<file path="config.mk">
export PLATFORM = sky130hd
export DESIGN_NAME = serial_channel
export DESIGN_NICKNAME = d
export VERILOG_FILES = /design/src/hw/serial_channel_pkg.sv /design/src/hw/pin_sync.sv /design/src/hw/baud_tick.sv /design/src/hw/serial_channel.sv
export SDC_FILE = /design/constraint.sdc
export NUM_CORES = 1
export LEC_CHECK = 0
export BUFFER_PORTS_ARGS = -buffer_cell sky130_fd_sc_hd__clkbuf_2
export CAP_MARGIN = 20
export CORE_MARGIN = 1
export CORE_UTILIZATION = 45
export CTS_BUF_LIST = sky130_fd_sc_hd__clkbuf_8 sky130_fd_sc_hd__clkbuf_16
export DETAILED_ROUTE_END_ITERATION = 10
export SYNTH_ARGS = -nofsm -noshare
export SYNTH_HDL_FRONTEND = slang
export SYNTH_SLANG_ARGS = --single-unit
</file>
<file path="constraint.sdc">
create_clock -name i_clk -period 2.8 [get_ports i_clk]
set_input_delay 0.28 -clock i_clk [delete_from_list [all_inputs] [get_ports i_clk]]
set_output_delay 0.28 -clock i_clk [all_outputs]
set_load 0.1 [all_outputs]
</file>
<file path="src/hw/serial_channel_pkg.sv">
// Constants, register map and state types for the serial channel
package serial_channel_pkg;

  // Register offsets
  localparam logic [2:0] ADDR_MODE   = 3'h0;
  localparam logic [2:0] ADDR_CTRL   = 3'h1;
  localparam logic [2:0] ADDR_STATUS = 3'h2;
  localparam logic [2:0] ADDR_TXDATA = 3'h3;
  localparam logic [2:0] ADDR_RXDATA = 3'h4;
  localparam logic [2:0] ADDR_BAUD   = 3'h5;

  // serial_mode_reg fields
  localparam int MODE_SYNC_BIT    = 7;
  localparam int MODE_PAR_EN_BIT  = 5;
  localparam int MODE_PAR_ODD_BIT = 4;
  localparam int MODE_MP_BIT      = 2;

  // serial_control_reg fields
  localparam int CTRL_TXIE_BIT  = 7;
  localparam int CTRL_RXIE_BIT  = 6;
  localparam int CTRL_TXEN_BIT  = 5;
  localparam int CTRL_RXEN_BIT  = 4;
  localparam int CTRL_MPW_BIT   = 3;
  localparam int CTRL_TX_END_IRQ_EN_BIT  = 2;
  localparam int CTRL_CKHI_BIT  = 1;
  localparam int CTRL_CKLO_BIT  = 0;

  // serial_status_reg fields
  localparam int STAT_TX_BUFFER_EMPTY_FLAG_BIT = 7;
  localparam int STAT_RX_FULL_FLAG_BIT = 6;
  localparam int STAT_OVR_BIT  = 5;
  localparam int STAT_FER_BIT  = 4;
  localparam int STAT_PER_BIT  = 3;
  localparam int STAT_TX_END_FLAG_BIT = 2;
  localparam int STAT_MPBR_BIT = 1;
  localparam int STAT_MP_BIT_TO_SEND_BIT = 0;

  // Reset values
  localparam logic [7:0] MODE_RST = 8'h00;
  localparam logic [7:0] CTRL_RST = 8'h00;
  localparam logic [7:0] BAUD_RST = 8'h00;

  // Frame timing
  localparam logic [2:0] LAST_BIT   = 3'h7;
  localparam logic [3:0] OS_LAST    = 4'hf;
  localparam logic [3:0] OS_MID     = 4'h7;

  typedef enum logic [2:0] {TX_IDLE, TX_START, TX_DATA, TX_EXTRA, TX_STOP} tx_state_type;
  typedef enum logic [2:0] {RX_IDLE, RX_START, RX_DATA, RX_EXTRA, RX_STOP} rx_state_type;

endpackage

</file>
<file path="src/hw/pin_sync.sv">
// Two-stage synchroniser for pins entering the system clock domain
`timescale 1ns/1ns
module pin_sync #(
  parameter int         WIDTH     = 2,
  parameter logic [1:0] RESET_VAL = 2'h3
) (
  // Clock and reset
  input  wire logic             i_clk,
  input  wire logic             i_rst_b,
  // Pins in, synchronised levels out
  input  wire logic [WIDTH-1:0] i_async,
  output logic      [WIDTH-1:0] o_sync
);

  genvar g;
  generate
    for (g = 0; g < WIDTH; g++)
    begin : g_bit
      logic meta_reg;
      logic sync_reg;
      // First stage feeds the second stage only
      always_ff @(posedge i_clk or negedge i_rst_b)
      begin
        if (!i_rst_b)
        begin
          meta_reg <= RESET_VAL[g];
          sync_reg <= RESET_VAL[g];
        end
        else
        begin
          meta_reg <= i_async[g];
          sync_reg <= meta_reg;
        end
      end
      assign o_sync[g] = sync_reg;
    end
  endgenerate

endmodule

</file>
<file path="src/hw/baud_tick.sv">
// Divider that gives one tick every divisor+1 system clocks
`timescale 1ns/1ns
module baud_tick (
  // Clock and reset
  input  wire logic       i_clk,
  input  wire logic       i_rst_b,
  // Control
  input  wire logic       i_run,
  input  wire logic [7:0] i_divisor,
  // Tick pulse
  output logic            o_tick
);

  logic [7:0] cnt_reg;
  logic       tick_reg;
  wire        wrap = (cnt_reg >= i_divisor);

  // Held in reset while stopped so the first tick is a full period away
  always_ff @(posedge i_clk or negedge i_rst_b)
  begin
    if (!i_rst_b)
    begin
      cnt_reg  <= 8'h00;
      tick_reg <= 1'b0;
    end
    else
    begin
      cnt_reg  <= (!i_run || wrap) ? 8'h00 : cnt_reg + 8'h01;
      tick_reg <= i_run && wrap;
    end
  end

  assign o_tick = tick_reg;

endmodule

</file>
<file path="src/hw/serial_channel.sv">
// Serial channel: synchronous and asynchronous multiprocessor transfer
`timescale 1ns/1ns
module serial_channel
  import serial_channel_pkg::*;
(
  // Clock and reset
  input  wire logic       i_clk,
  input  wire logic       i_rst_b,
  // Register port
  input  wire logic [2:0] i_addr,
  input  wire logic [7:0] i_wdata,
  input  wire logic       i_wr,
  input  wire logic       i_rd,
  output logic      [7:0] o_rdata,
  // Serial pins
  input  wire logic       i_sck,
  output logic            o_sck,
  output logic            o_sck_oe_b,
  input  wire logic       i_rxd,
  output logic            o_txd,
  // Interrupt requests
  output logic            o_tx_empty_irq,
  output logic            o_tx_end_irq,
  output logic            o_rx_full_irq,
  output logic            o_rx_error_irq
);

  // Register file
  logic [7:0] serial_mode_reg;
  logic [7:0] serial_control_reg;
  logic [7:0] baud_div_reg;
  logic [7:0] tx_holding_reg;
  logic [7:0] rx_holding_reg;
  logic [7:0] rdata_reg;
  logic       tx_buffer_empty_flag;
  logic       tx_end_flag;
  logic       rx_full_flag;
  logic       overrun_flag;
  logic       framing_err_flag;
  logic       parity_err_flag;
  logic       mp_bit_to_send;
  logic       mp_bit_rx_reg;

  // Datapath
  logic [7:0]   tx_shift_reg;
  logic [7:0]   rx_shift_reg;
  logic         txd_reg;
  logic         txd_next;
  logic         sck_out_reg;
  logic         sck_prev_reg;
  logic         sync_busy_reg;
  logic         sync_tx_reg;
  logic [2:0]   sync_cnt_reg;
  tx_state_type tx_state_reg;
  tx_state_type tx_state_next;
  logic [3:0]   tx_os_reg;
  logic [2:0]   tx_bit_reg;
  logic         tx_extra_reg;
  rx_state_type rx_state_reg;
  rx_state_type rx_state_next;
  logic [3:0]   rx_os_reg;
  logic [2:0]   rx_bit_reg;
  logic         rx_extra_reg;

  // Pin synchronisers
  logic [1:0] pins_sync;
  logic       tick;

  pin_sync #(
    .WIDTH     (2),
    .RESET_VAL (2'h3)
  ) u_pin_sync (
    .i_clk   (i_clk),
    .i_rst_b (i_rst_b),
    .i_async ({i_rxd, i_sck}),
    .o_sync  (pins_sync)
  );

  wire sck_s = pins_sync[0];
  wire rxd_s = pins_sync[1];

  // Mode decode
  wire sync_mode = serial_mode_reg[MODE_SYNC_BIT];
  wire mp_fmt    = serial_mode_reg[MODE_MP_BIT] && !sync_mode;
  wire par_on    = serial_mode_reg[MODE_PAR_EN_BIT] && !mp_fmt && !sync_mode;
  wire par_odd   = serial_mode_reg[MODE_PAR_ODD_BIT];
  wire extra_on  = mp_fmt || par_on;
  wire tx_en     = serial_control_reg[CTRL_TXEN_BIT];
  wire rx_en     = serial_control_reg[CTRL_RXEN_BIT];
  wire mp_wait   = serial_control_reg[CTRL_MPW_BIT];
  wire ext_clk   = serial_control_reg[CTRL_CKHI_BIT];
  wire clk_out   = sync_mode && !ext_clk && (tx_en || rx_en);
  wire err_any   = overrun_flag || framing_err_flag || parity_err_flag;

  // Bus decode
  wire wr_mode   = i_wr && (i_addr == ADDR_MODE);
  wire wr_ctrl   = i_wr && (i_addr == ADDR_CTRL);
  wire wr_stat   = i_wr && (i_addr == ADDR_STATUS);
  wire wr_tdr    = i_wr && (i_addr == ADDR_TXDATA);
  wire wr_baud   = i_wr && (i_addr == ADDR_BAUD);
  wire rd_rdr    = i_rd && (i_addr == ADDR_RXDATA);
  wire [7:0] status_val = {tx_buffer_empty_flag, rx_full_flag, overrun_flag,
                           framing_err_flag, parity_err_flag, tx_end_flag,
                           mp_bit_rx_reg, mp_bit_to_send};

  baud_tick u_baud_tick (
    .i_clk     (i_clk),
    .i_rst_b   (i_rst_b),
    .i_run     (tx_en || rx_en),
    .i_divisor (baud_div_reg),
    .o_tick    (tick)
  );

  // Edge finding on the synchronised clock pin
  wire sck_rise = sck_s && !sck_prev_reg;
  wire sck_fall = !sck_s && sck_prev_reg;
  wire a_tick   = ext_clk ? sck_rise : tick;

  // A load never races a write of the holding register
  wire tx_ready = tx_en && !tx_buffer_empty_flag && !wr_tdr;

  // Synchronous engine
  wire s_tx_go  = tx_ready && !err_any;
  wire s_start  = sync_mode && !sync_busy_reg && (s_tx_go || (rx_en && !tx_en && !err_any));
  wire s_fall   = sync_busy_reg && (ext_clk ? sck_fall : (tick && sck_out_reg));
  wire s_rise   = sync_busy_reg && (ext_clk ? sck_rise : (tick && !sck_out_reg));
  wire s_end    = s_rise && (sync_cnt_reg == LAST_BIT);
  wire s_next   = s_end && sync_tx_reg && s_tx_go;
  wire s_tx_end = s_end && sync_tx_reg && !s_next;

  // Asynchronous transmit events
  wire a_os_end   = a_tick && (tx_os_reg == OS_LAST);
  wire a_tx_start = !sync_mode && (tx_state_reg == TX_IDLE) && tx_ready;
  wire a_stop_end = (tx_state_reg == TX_STOP) && a_os_end;
  wire a_tx_next  = a_stop_end && tx_ready;
  wire a_tx_end   = a_stop_end && !tx_ready;
  wire tx_load    = (s_start && s_tx_go) || s_next || a_tx_start || a_tx_next;

  // Asynchronous receive events
  wire r_os_end  = a_tick && (rx_os_reg == OS_LAST);
  wire a_rx_done = (rx_state_reg == RX_STOP) && r_os_end;

  // Receive completion, shared by both modes
  wire [7:0] rx_byte = sync_mode ? {rxd_s, rx_shift_reg[7:1]} : rx_shift_reg;
  wire rx_done   = (s_end && rx_en) || a_rx_done;
  wire rx_skip   = a_rx_done && mp_fmt && mp_wait && !rx_extra_reg;
  wire rx_accept = rx_done && !rx_skip;
  wire rx_store  = rx_accept && !rx_full_flag;
  wire ovr_set   = rx_accept && rx_full_flag;
  wire fer_set   = rx_accept && a_rx_done && !rxd_s;
  wire per_set   = rx_accept && a_rx_done && par_on
                   && ((^rx_shift_reg ^ rx_extra_reg) != par_odd);
  wire id_taken  = rx_accept && mp_fmt && rx_extra_reg;

  // Control registers
  always_ff @(posedge i_clk or negedge i_rst_b)
  begin
    if (!i_rst_b)
    begin
      serial_mode_reg    <= MODE_RST;
      serial_control_reg <= CTRL_RST;
      baud_div_reg       <= BAUD_RST;
      tx_holding_reg     <= 8'h00;
    end
    else
    begin
      if (wr_mode)
        serial_mode_reg <= i_wdata;
      if (wr_baud)
        baud_div_reg <= i_wdata;
      if (wr_tdr)
        tx_holding_reg <= i_wdata;
      if (wr_ctrl)
        serial_control_reg <= i_wdata;
      else if (id_taken)
        serial_control_reg[CTRL_MPW_BIT] <= 1'b0;
    end
  end

  // Transmit flags; hardware sets win over clears
  always_ff @(posedge i_clk or negedge i_rst_b)
  begin
    if (!i_rst_b)
    begin
      tx_buffer_empty_flag <= 1'b1;
      tx_end_flag          <= 1'b1;
      mp_bit_to_send       <= 1'b0;
    end
    else
    begin
      if (tx_load || !tx_en)
        tx_buffer_empty_flag <= 1'b1;
      else if (wr_tdr)
        tx_buffer_empty_flag <= 1'b0;
      if (s_tx_end || a_tx_end || !tx_en)
        tx_end_flag <= 1'b1;
      else if (wr_tdr)
        tx_end_flag <= 1'b0;
      if (wr_stat)
        mp_bit_to_send <= i_wdata[STAT_MP_BIT_TO_SEND_BIT];
    end
  end

  // Receive flags: software clears by writing zero; a clear of any error
  // flag is refused in the cycle that flag is set again
  always_ff @(posedge i_clk or negedge i_rst_b)
  begin
    if (!i_rst_b)
    begin
      rx_full_flag     <= 1'b0;
      overrun_flag     <= 1'b0;
      framing_err_flag <= 1'b0;
      parity_err_flag  <= 1'b0;
      mp_bit_rx_reg    <= 1'b0;
      rx_holding_reg   <= 8'h00;
    end
    else
    begin
      if (rx_store)
        rx_full_flag <= 1'b1;
      else if (rd_rdr || (wr_stat && !i_wdata[STAT_RX_FULL_FLAG_BIT]))
        rx_full_flag <= 1'b0;
      if (ovr_set)
        overrun_flag <= 1'b1;
      else if (wr_stat && !i_wdata[STAT_OVR_BIT])
        overrun_flag <= 1'b0;
      if (fer_set)
        framing_err_flag <= 1'b1;
      else if (wr_stat && !i_wdata[STAT_FER_BIT])
        framing_err_flag <= 1'b0;
      if (per_set)
        parity_err_flag <= 1'b1;
      else if (wr_stat && !i_wdata[STAT_PER_BIT])
        parity_err_flag <= 1'b0;
      if (rx_store)
      begin
        rx_holding_reg <= rx_byte;
        mp_bit_rx_reg  <= mp_fmt && rx_extra_reg;
      end
    end
  end

  // Read port: data stand for exactly one cycle after the strobe
  always_ff @(posedge i_clk or negedge i_rst_b)
  begin
    if (!i_rst_b)
      rdata_reg <= 8'h00;
    else if (!i_rd)
      rdata_reg <= 8'h00;
    else
    begin
      case (i_addr)
        ADDR_MODE:   rdata_reg <= serial_mode_reg;
        ADDR_CTRL:   rdata_reg <= serial_control_reg;
        ADDR_STATUS: rdata_reg <= status_val;
        ADDR_TXDATA: rdata_reg <= tx_holding_reg;
        ADDR_RXDATA: rdata_reg <= rx_holding_reg;
        ADDR_BAUD:   rdata_reg <= baud_div_reg;
        default:     rdata_reg <= 8'h00;
      endcase
    end
  end

  // Synchronous engine state
  always_ff @(posedge i_clk or negedge i_rst_b)
  begin
    if (!i_rst_b)
    begin
      sync_busy_reg <= 1'b0;
      sync_tx_reg   <= 1'b0;
      sync_cnt_reg  <= 3'h0;
      sck_out_reg   <= 1'b1;
      sck_prev_reg  <= 1'b1;
    end
    else
    begin
      sck_prev_reg <= sck_s;
      if (s_start)
      begin
        sync_busy_reg <= 1'b1;
        sync_tx_reg   <= s_tx_go;
        sync_cnt_reg  <= 3'h0;
      end
      else if (!sync_mode || !(tx_en || rx_en))
        sync_busy_reg <= 1'b0;
      else if (s_end)
      begin
        sync_busy_reg <= s_next;
        sync_tx_reg   <= s_next;
        sync_cnt_reg  <= 3'h0;
      end
      else if (s_rise)
        sync_cnt_reg <= sync_cnt_reg + 3'h1;
      // Clock idles high; a frame's last rise returns it there
      if (!clk_out || !sync_busy_reg)
        sck_out_reg <= 1'b1;
      else if (s_fall || s_rise)
        sck_out_reg <= !sck_out_reg;
    end
  end

  // Asynchronous transmit sequencer
  always_comb
  begin
    tx_state_next = tx_state_reg;
    case (tx_state_reg)
      TX_IDLE:
        if (a_tx_start)
          tx_state_next = TX_START;
      TX_START:
        if (a_os_end)
          tx_state_next = TX_DATA;
      TX_DATA:
        if (a_os_end && tx_bit_reg == LAST_BIT)
          tx_state_next = extra_on ? TX_EXTRA : TX_STOP;
      TX_EXTRA:
        if (a_os_end)
          tx_state_next = TX_STOP;
      TX_STOP:
        if (a_stop_end)
          tx_state_next = a_tx_next ? TX_START : TX_IDLE;
      default:
        tx_state_next = TX_IDLE;
    endcase
    if (!tx_en || sync_mode)
      tx_state_next = TX_IDLE;
  end

  // Line level: async idles at mark, sync holds the last bit
  always_comb
  begin
    case (tx_state_reg)
      TX_START: txd_next = 1'b0;
      TX_DATA:  txd_next = tx_shift_reg[0];
      TX_EXTRA: txd_next = tx_extra_reg;
      default:  txd_next = 1'b1;
    endcase
    if (!tx_en)
      txd_next = 1'b1;
    else if (sync_mode)
      txd_next = (s_fall && sync_tx_reg) ? tx_shift_reg[0] : txd_reg;
  end

  always_ff @(posedge i_clk or negedge i_rst_b)
  begin
    if (!i_rst_b)
    begin
      tx_state_reg <= TX_IDLE;
      tx_os_reg    <= 4'h0;
      tx_bit_reg   <= 3'h0;
      tx_extra_reg <= 1'b0;
      tx_shift_reg <= 8'h00;
      txd_reg      <= 1'b1;
    end
    else
    begin
      tx_state_reg <= tx_state_next;
      txd_reg      <= txd_next;
      if (tx_load)
      begin
        tx_shift_reg <= tx_holding_reg;
        tx_extra_reg <= mp_fmt ? mp_bit_to_send : (^tx_holding_reg ^ par_odd);
        tx_os_reg    <= 4'h0;
        tx_bit_reg   <= 3'h0;
      end
      else if (s_fall && sync_tx_reg)
        tx_shift_reg <= {1'b0, tx_shift_reg[7:1]};
      else if (a_tick && tx_state_reg != TX_IDLE)
      begin
        tx_os_reg <= tx_os_reg + 4'h1;
        if (a_os_end && tx_state_reg == TX_DATA)
        begin
          tx_shift_reg <= {1'b0, tx_shift_reg[7:1]};
          tx_bit_reg   <= tx_bit_reg + 3'h1;
        end
      end
    end
  end

  // Asynchronous receive sequencer
  always_comb
  begin
    rx_state_next = rx_state_reg;
    case (rx_state_reg)
      RX_IDLE:
        if (rx_en && !err_any && !rxd_s)
          rx_state_next = RX_START;
      RX_START:
        if (a_tick && rx_os_reg == OS_MID)
          rx_state_next = rxd_s ? RX_IDLE : RX_DATA;
      RX_DATA:
        if (r_os_end && rx_bit_reg == LAST_BIT)
          rx_state_next = extra_on ? RX_EXTRA : RX_STOP;
      RX_EXTRA:
        if (r_os_end)
          rx_state_next = RX_STOP;
      RX_STOP:
        if (r_os_end)
          rx_state_next = RX_IDLE;
      default:
        rx_state_next = RX_IDLE;
    endcase
    if (!rx_en || sync_mode)
      rx_state_next = RX_IDLE;
  end

  always_ff @(posedge i_clk or negedge i_rst_b)
  begin
    if (!i_rst_b)
    begin
      rx_state_reg <= RX_IDLE;
      rx_os_reg    <= 4'h0;
      rx_bit_reg   <= 3'h0;
      rx_extra_reg <= 1'b0;
      rx_shift_reg <= 8'h00;
    end
    else
    begin
      rx_state_reg <= rx_state_next;
      if (s_rise && rx_en)
        rx_shift_reg <= {rxd_s, rx_shift_reg[7:1]};
      else if (rx_state_reg == RX_IDLE || (a_tick && rx_os_reg == OS_MID
               && rx_state_reg == RX_START))
      begin
        rx_os_reg  <= 4'h0;
        rx_bit_reg <= 3'h0;
      end
      else if (a_tick)
      begin
        rx_os_reg <= rx_os_reg + 4'h1;
        if (r_os_end && rx_state_reg == RX_DATA)
        begin
          rx_shift_reg <= {rxd_s, rx_shift_reg[7:1]};
          rx_bit_reg   <= rx_bit_reg + 3'h1;
        end
        if (r_os_end && rx_state_reg == RX_EXTRA)
          rx_extra_reg <= rxd_s;
      end
      if (rx_state_reg == RX_IDLE && !extra_on)
        rx_extra_reg <= 1'b0;
    end
  end

  // Outputs
  assign o_rdata        = rdata_reg;
  assign o_txd          = txd_reg;
  assign o_sck          = sck_out_reg;
  assign o_sck_oe_b     = !clk_out;
  assign o_tx_empty_irq = serial_control_reg[CTRL_TXIE_BIT] && tx_buffer_empty_flag;
  assign o_tx_end_irq   = serial_control_reg[CTRL_TX_END_IRQ_EN_BIT] && tx_end_flag;
  assign o_rx_full_irq  = serial_control_reg[CTRL_RXIE_BIT] && rx_full_flag;
  assign o_rx_error_irq = serial_control_reg[CTRL_RXIE_BIT] && err_any;

endmodule

</file>
==> metrics <==
run status=finished, final reports clean; ANT nets after route=0; Num CTS Buffers=17; HP Start=i_wdata[2]; crit path capture type=output pin; fmax=approximately 400 MHz; filler cell count=approximately 1100; Core Region=between 10000 and 15000 sq um; Final Critical Period=2.499 ns; I/O pin total=32; pre-CTS WS=between 0.4 and 0.5 ns; first-pass GRT wire length=23.58 mm; Setup crit start kind=register; most frequent cells in the layout=dfrtp_1, mux2_2, nand2_1; post-synth net total=a little under 600; setup ws final=between 0.3 and 0.4 ns; final period utilization=0.8924; Initial Util=0.4707; Antenna Cells=0; Die Y=117.8 um; post-placement cell area=about 6400 sq um; die area=13880 sq um; Synth area leader=dfrtp_1; Final Wtd Congestion=about 0.84; Pwr Total=approximately 5.7 mW; leakage=3.216 nW; Syn Area/Cell=between 10 and 15 sq um; CP max FO=15; largest net degree at the start of global routing=76; Reg2Reg Setup Slack=just under 0.4 ns; Post-Syn Area=between 6000 and 7000 sq um; Main synth FF type=dfrtp_1; routed vias=between 4000 and 5000; drc violations=0; share of cells above drive strength 1=0.2487; Fin. Hold Viols=0; Post-DP HPWL=9.995 mm; largest cells by area after synthesis=dfrtp_1, mux2_2, mux2i_1; initial drt markers=~270; setup_tns=0 ns; H-tree lvl count=4; clock latency on the worst-skew pair=about 0.42 ns; Total Routed Length=around 14 mm; Slowest cell on crit path=dfrtp_1; DRT Pass-1 Iters=7; critical path data arrival time=2.22 ns; CP bufs+invs=1; commonest non-fill, non-tap cell in the layout=dfrtp_1; Slew Limit Fails=0; flops & latches, synth=between 100 and 150; worst hold path class=in2reg; clock sink count=between 100 and 150; via/cell ratio=roughly 5.6; vias in the first global route=roughly 4300; post-route cell area=about 7000 sq um; P per Cell Area=just over 800 nW/um^2; Tot GR Track Use=0.2197; Avg WL per Cell=roughly 18 um; Yosys warnings=0; CP required=around 2.5 ns; Clock transition at path regs=approximately 0.05 ns; total gr overflow=0; Max rail drop VDD=around 0.49 mV; synth unique cells=66; # rows=just over 40; top-area cell type share of the netlist area=0.4394; Crit Reg-Reg Startpoint=u_pin_sync.g_bit[0].sync_reg; CP startpoint=serial_mode_reg[7]; clk_skew=~0.011 ns; Root Driver=clkbuf_16; crit-path cells=o21ai_1, or2_2, clkbuf_2; number of enable flip-flop cells after synthesis=0; Clock Path Buffers=2; worst relative slew slack=0.4263; Synth-to-Final Area Change=17.58%; max incr delay on CP=approximately 0.7 ns; endpoints failing setup=0; WS Path Type=reg2out; worst slew pin tran=about 0.86 ns; delay-heaviest family, CP=flip-flops; max-cap violations=0; post-synthesis cell count=543; Nets=between 600 and 700; CTS tree=yes; die width=around 120 um; ys async rst share=1.000; unrepaired setup endpoints after global routing=false; Post-CTS Resized=0; I/O Buffers=31; sequential-to-total area share from yosys stat=0.4785; antenna violations before repair=0
where the power goes:
group / total, mW / leakage (nW) / internal (mW) / switching [mW]
Sequential: 2.20 / 1.48 / 1.92 / 0.279
Combinational: 1.13 / 1.43 / 0.469 / 0.662
Clock: 2.41 / 0.307 / 1.62 / 0.785
synthesized netlist by cell type (all sizes together) (4+ instances only):
cell type and count:
a21oi 17, a22oi 5, and2 13, and3 4
buf 12, clkbuf 9, dfrtp 106, dfstp 9
ha 17, inv 19, mux2 59, mux2i 26
nand2 40, nand2b 8, nand3 10, nand3b 4
nor2 30, nor2b 6, nor3 16, nor3b 5
o211ai 4, o21a 4, o21ai 29, o221ai 4
o22ai 6, o31ai 5, xnor2 18, xor2 12
path summary, 6_finish.rpt:
| check | endpoint | cells after the start |
|---|---|---|
| max in group asynchronous | u_pin_sync.g_bit[1].meta_reg | 3 |
| setup reg to reg | rx_holding_reg[3] | 7 |
| min in group asynchronous | rx_os_reg[0] | 2 |
| hold reg to reg | u_pin_sync.g_bit[1].sync_reg | 0 |
| setup / recovery | o_sck_oe_b | 3 |
| hold / removal | serial_mode_reg[2] | 2 |
area by class of cell:
type / count / area (sq um) / share of cell area
clock buffers: 19 / 452.9 / 0.06381
clock inverters: 13 / 206.4 / 0.02909
inverters: 19 / 71.32 / 0.01005
multi-input cells: 388 / 2980 / 0.4199
flip-flops and latches: 115 / 2889 / 0.4070
well taps: 172 / 215.2 / 0.03032
repair buffers: 45 / 282.8 / 0.03984
cells by family after synthesis:
family,Yosys count,synth area share
mux,88,0.1644
compound gates,98,0.1136
xor+xnor,30,0.04352
flops,115,0.4785
buf+inv,40,0.02777
simple gates,155,0.1370
fa+ha+maj,17,0.03523
through the flow:
step,hold WS [ns],cells,util
after floorplan,-0.01559,543,-
after global placement,0.3089,736,0.4997
after detailed placement,0.2961,736,0.4997
after CTS,0.1426,771,0.5535
after global routing,0.1666,771,0.5535
final,0.1549,771,0.5535
timing repair:
item                       CTS  global route
hold buffers                 3             0
setup endpoints to repair    0             0
buffers inserted             0             0
hold endpoints to repair    35             0
routing by layer:
layer / GRT usage / up-vias / wire length (um)
met3: 0.05766 / 7 / 668
li1: - / 2050 / -
met5: 0 / - / 0
met4: 0.06010 / 0 / 84
met2: 0.3290 / 104 / 6570
met1: 0.3131 / 2192 / 6807
Note: power is estimated with default switching activity, not from simulation.
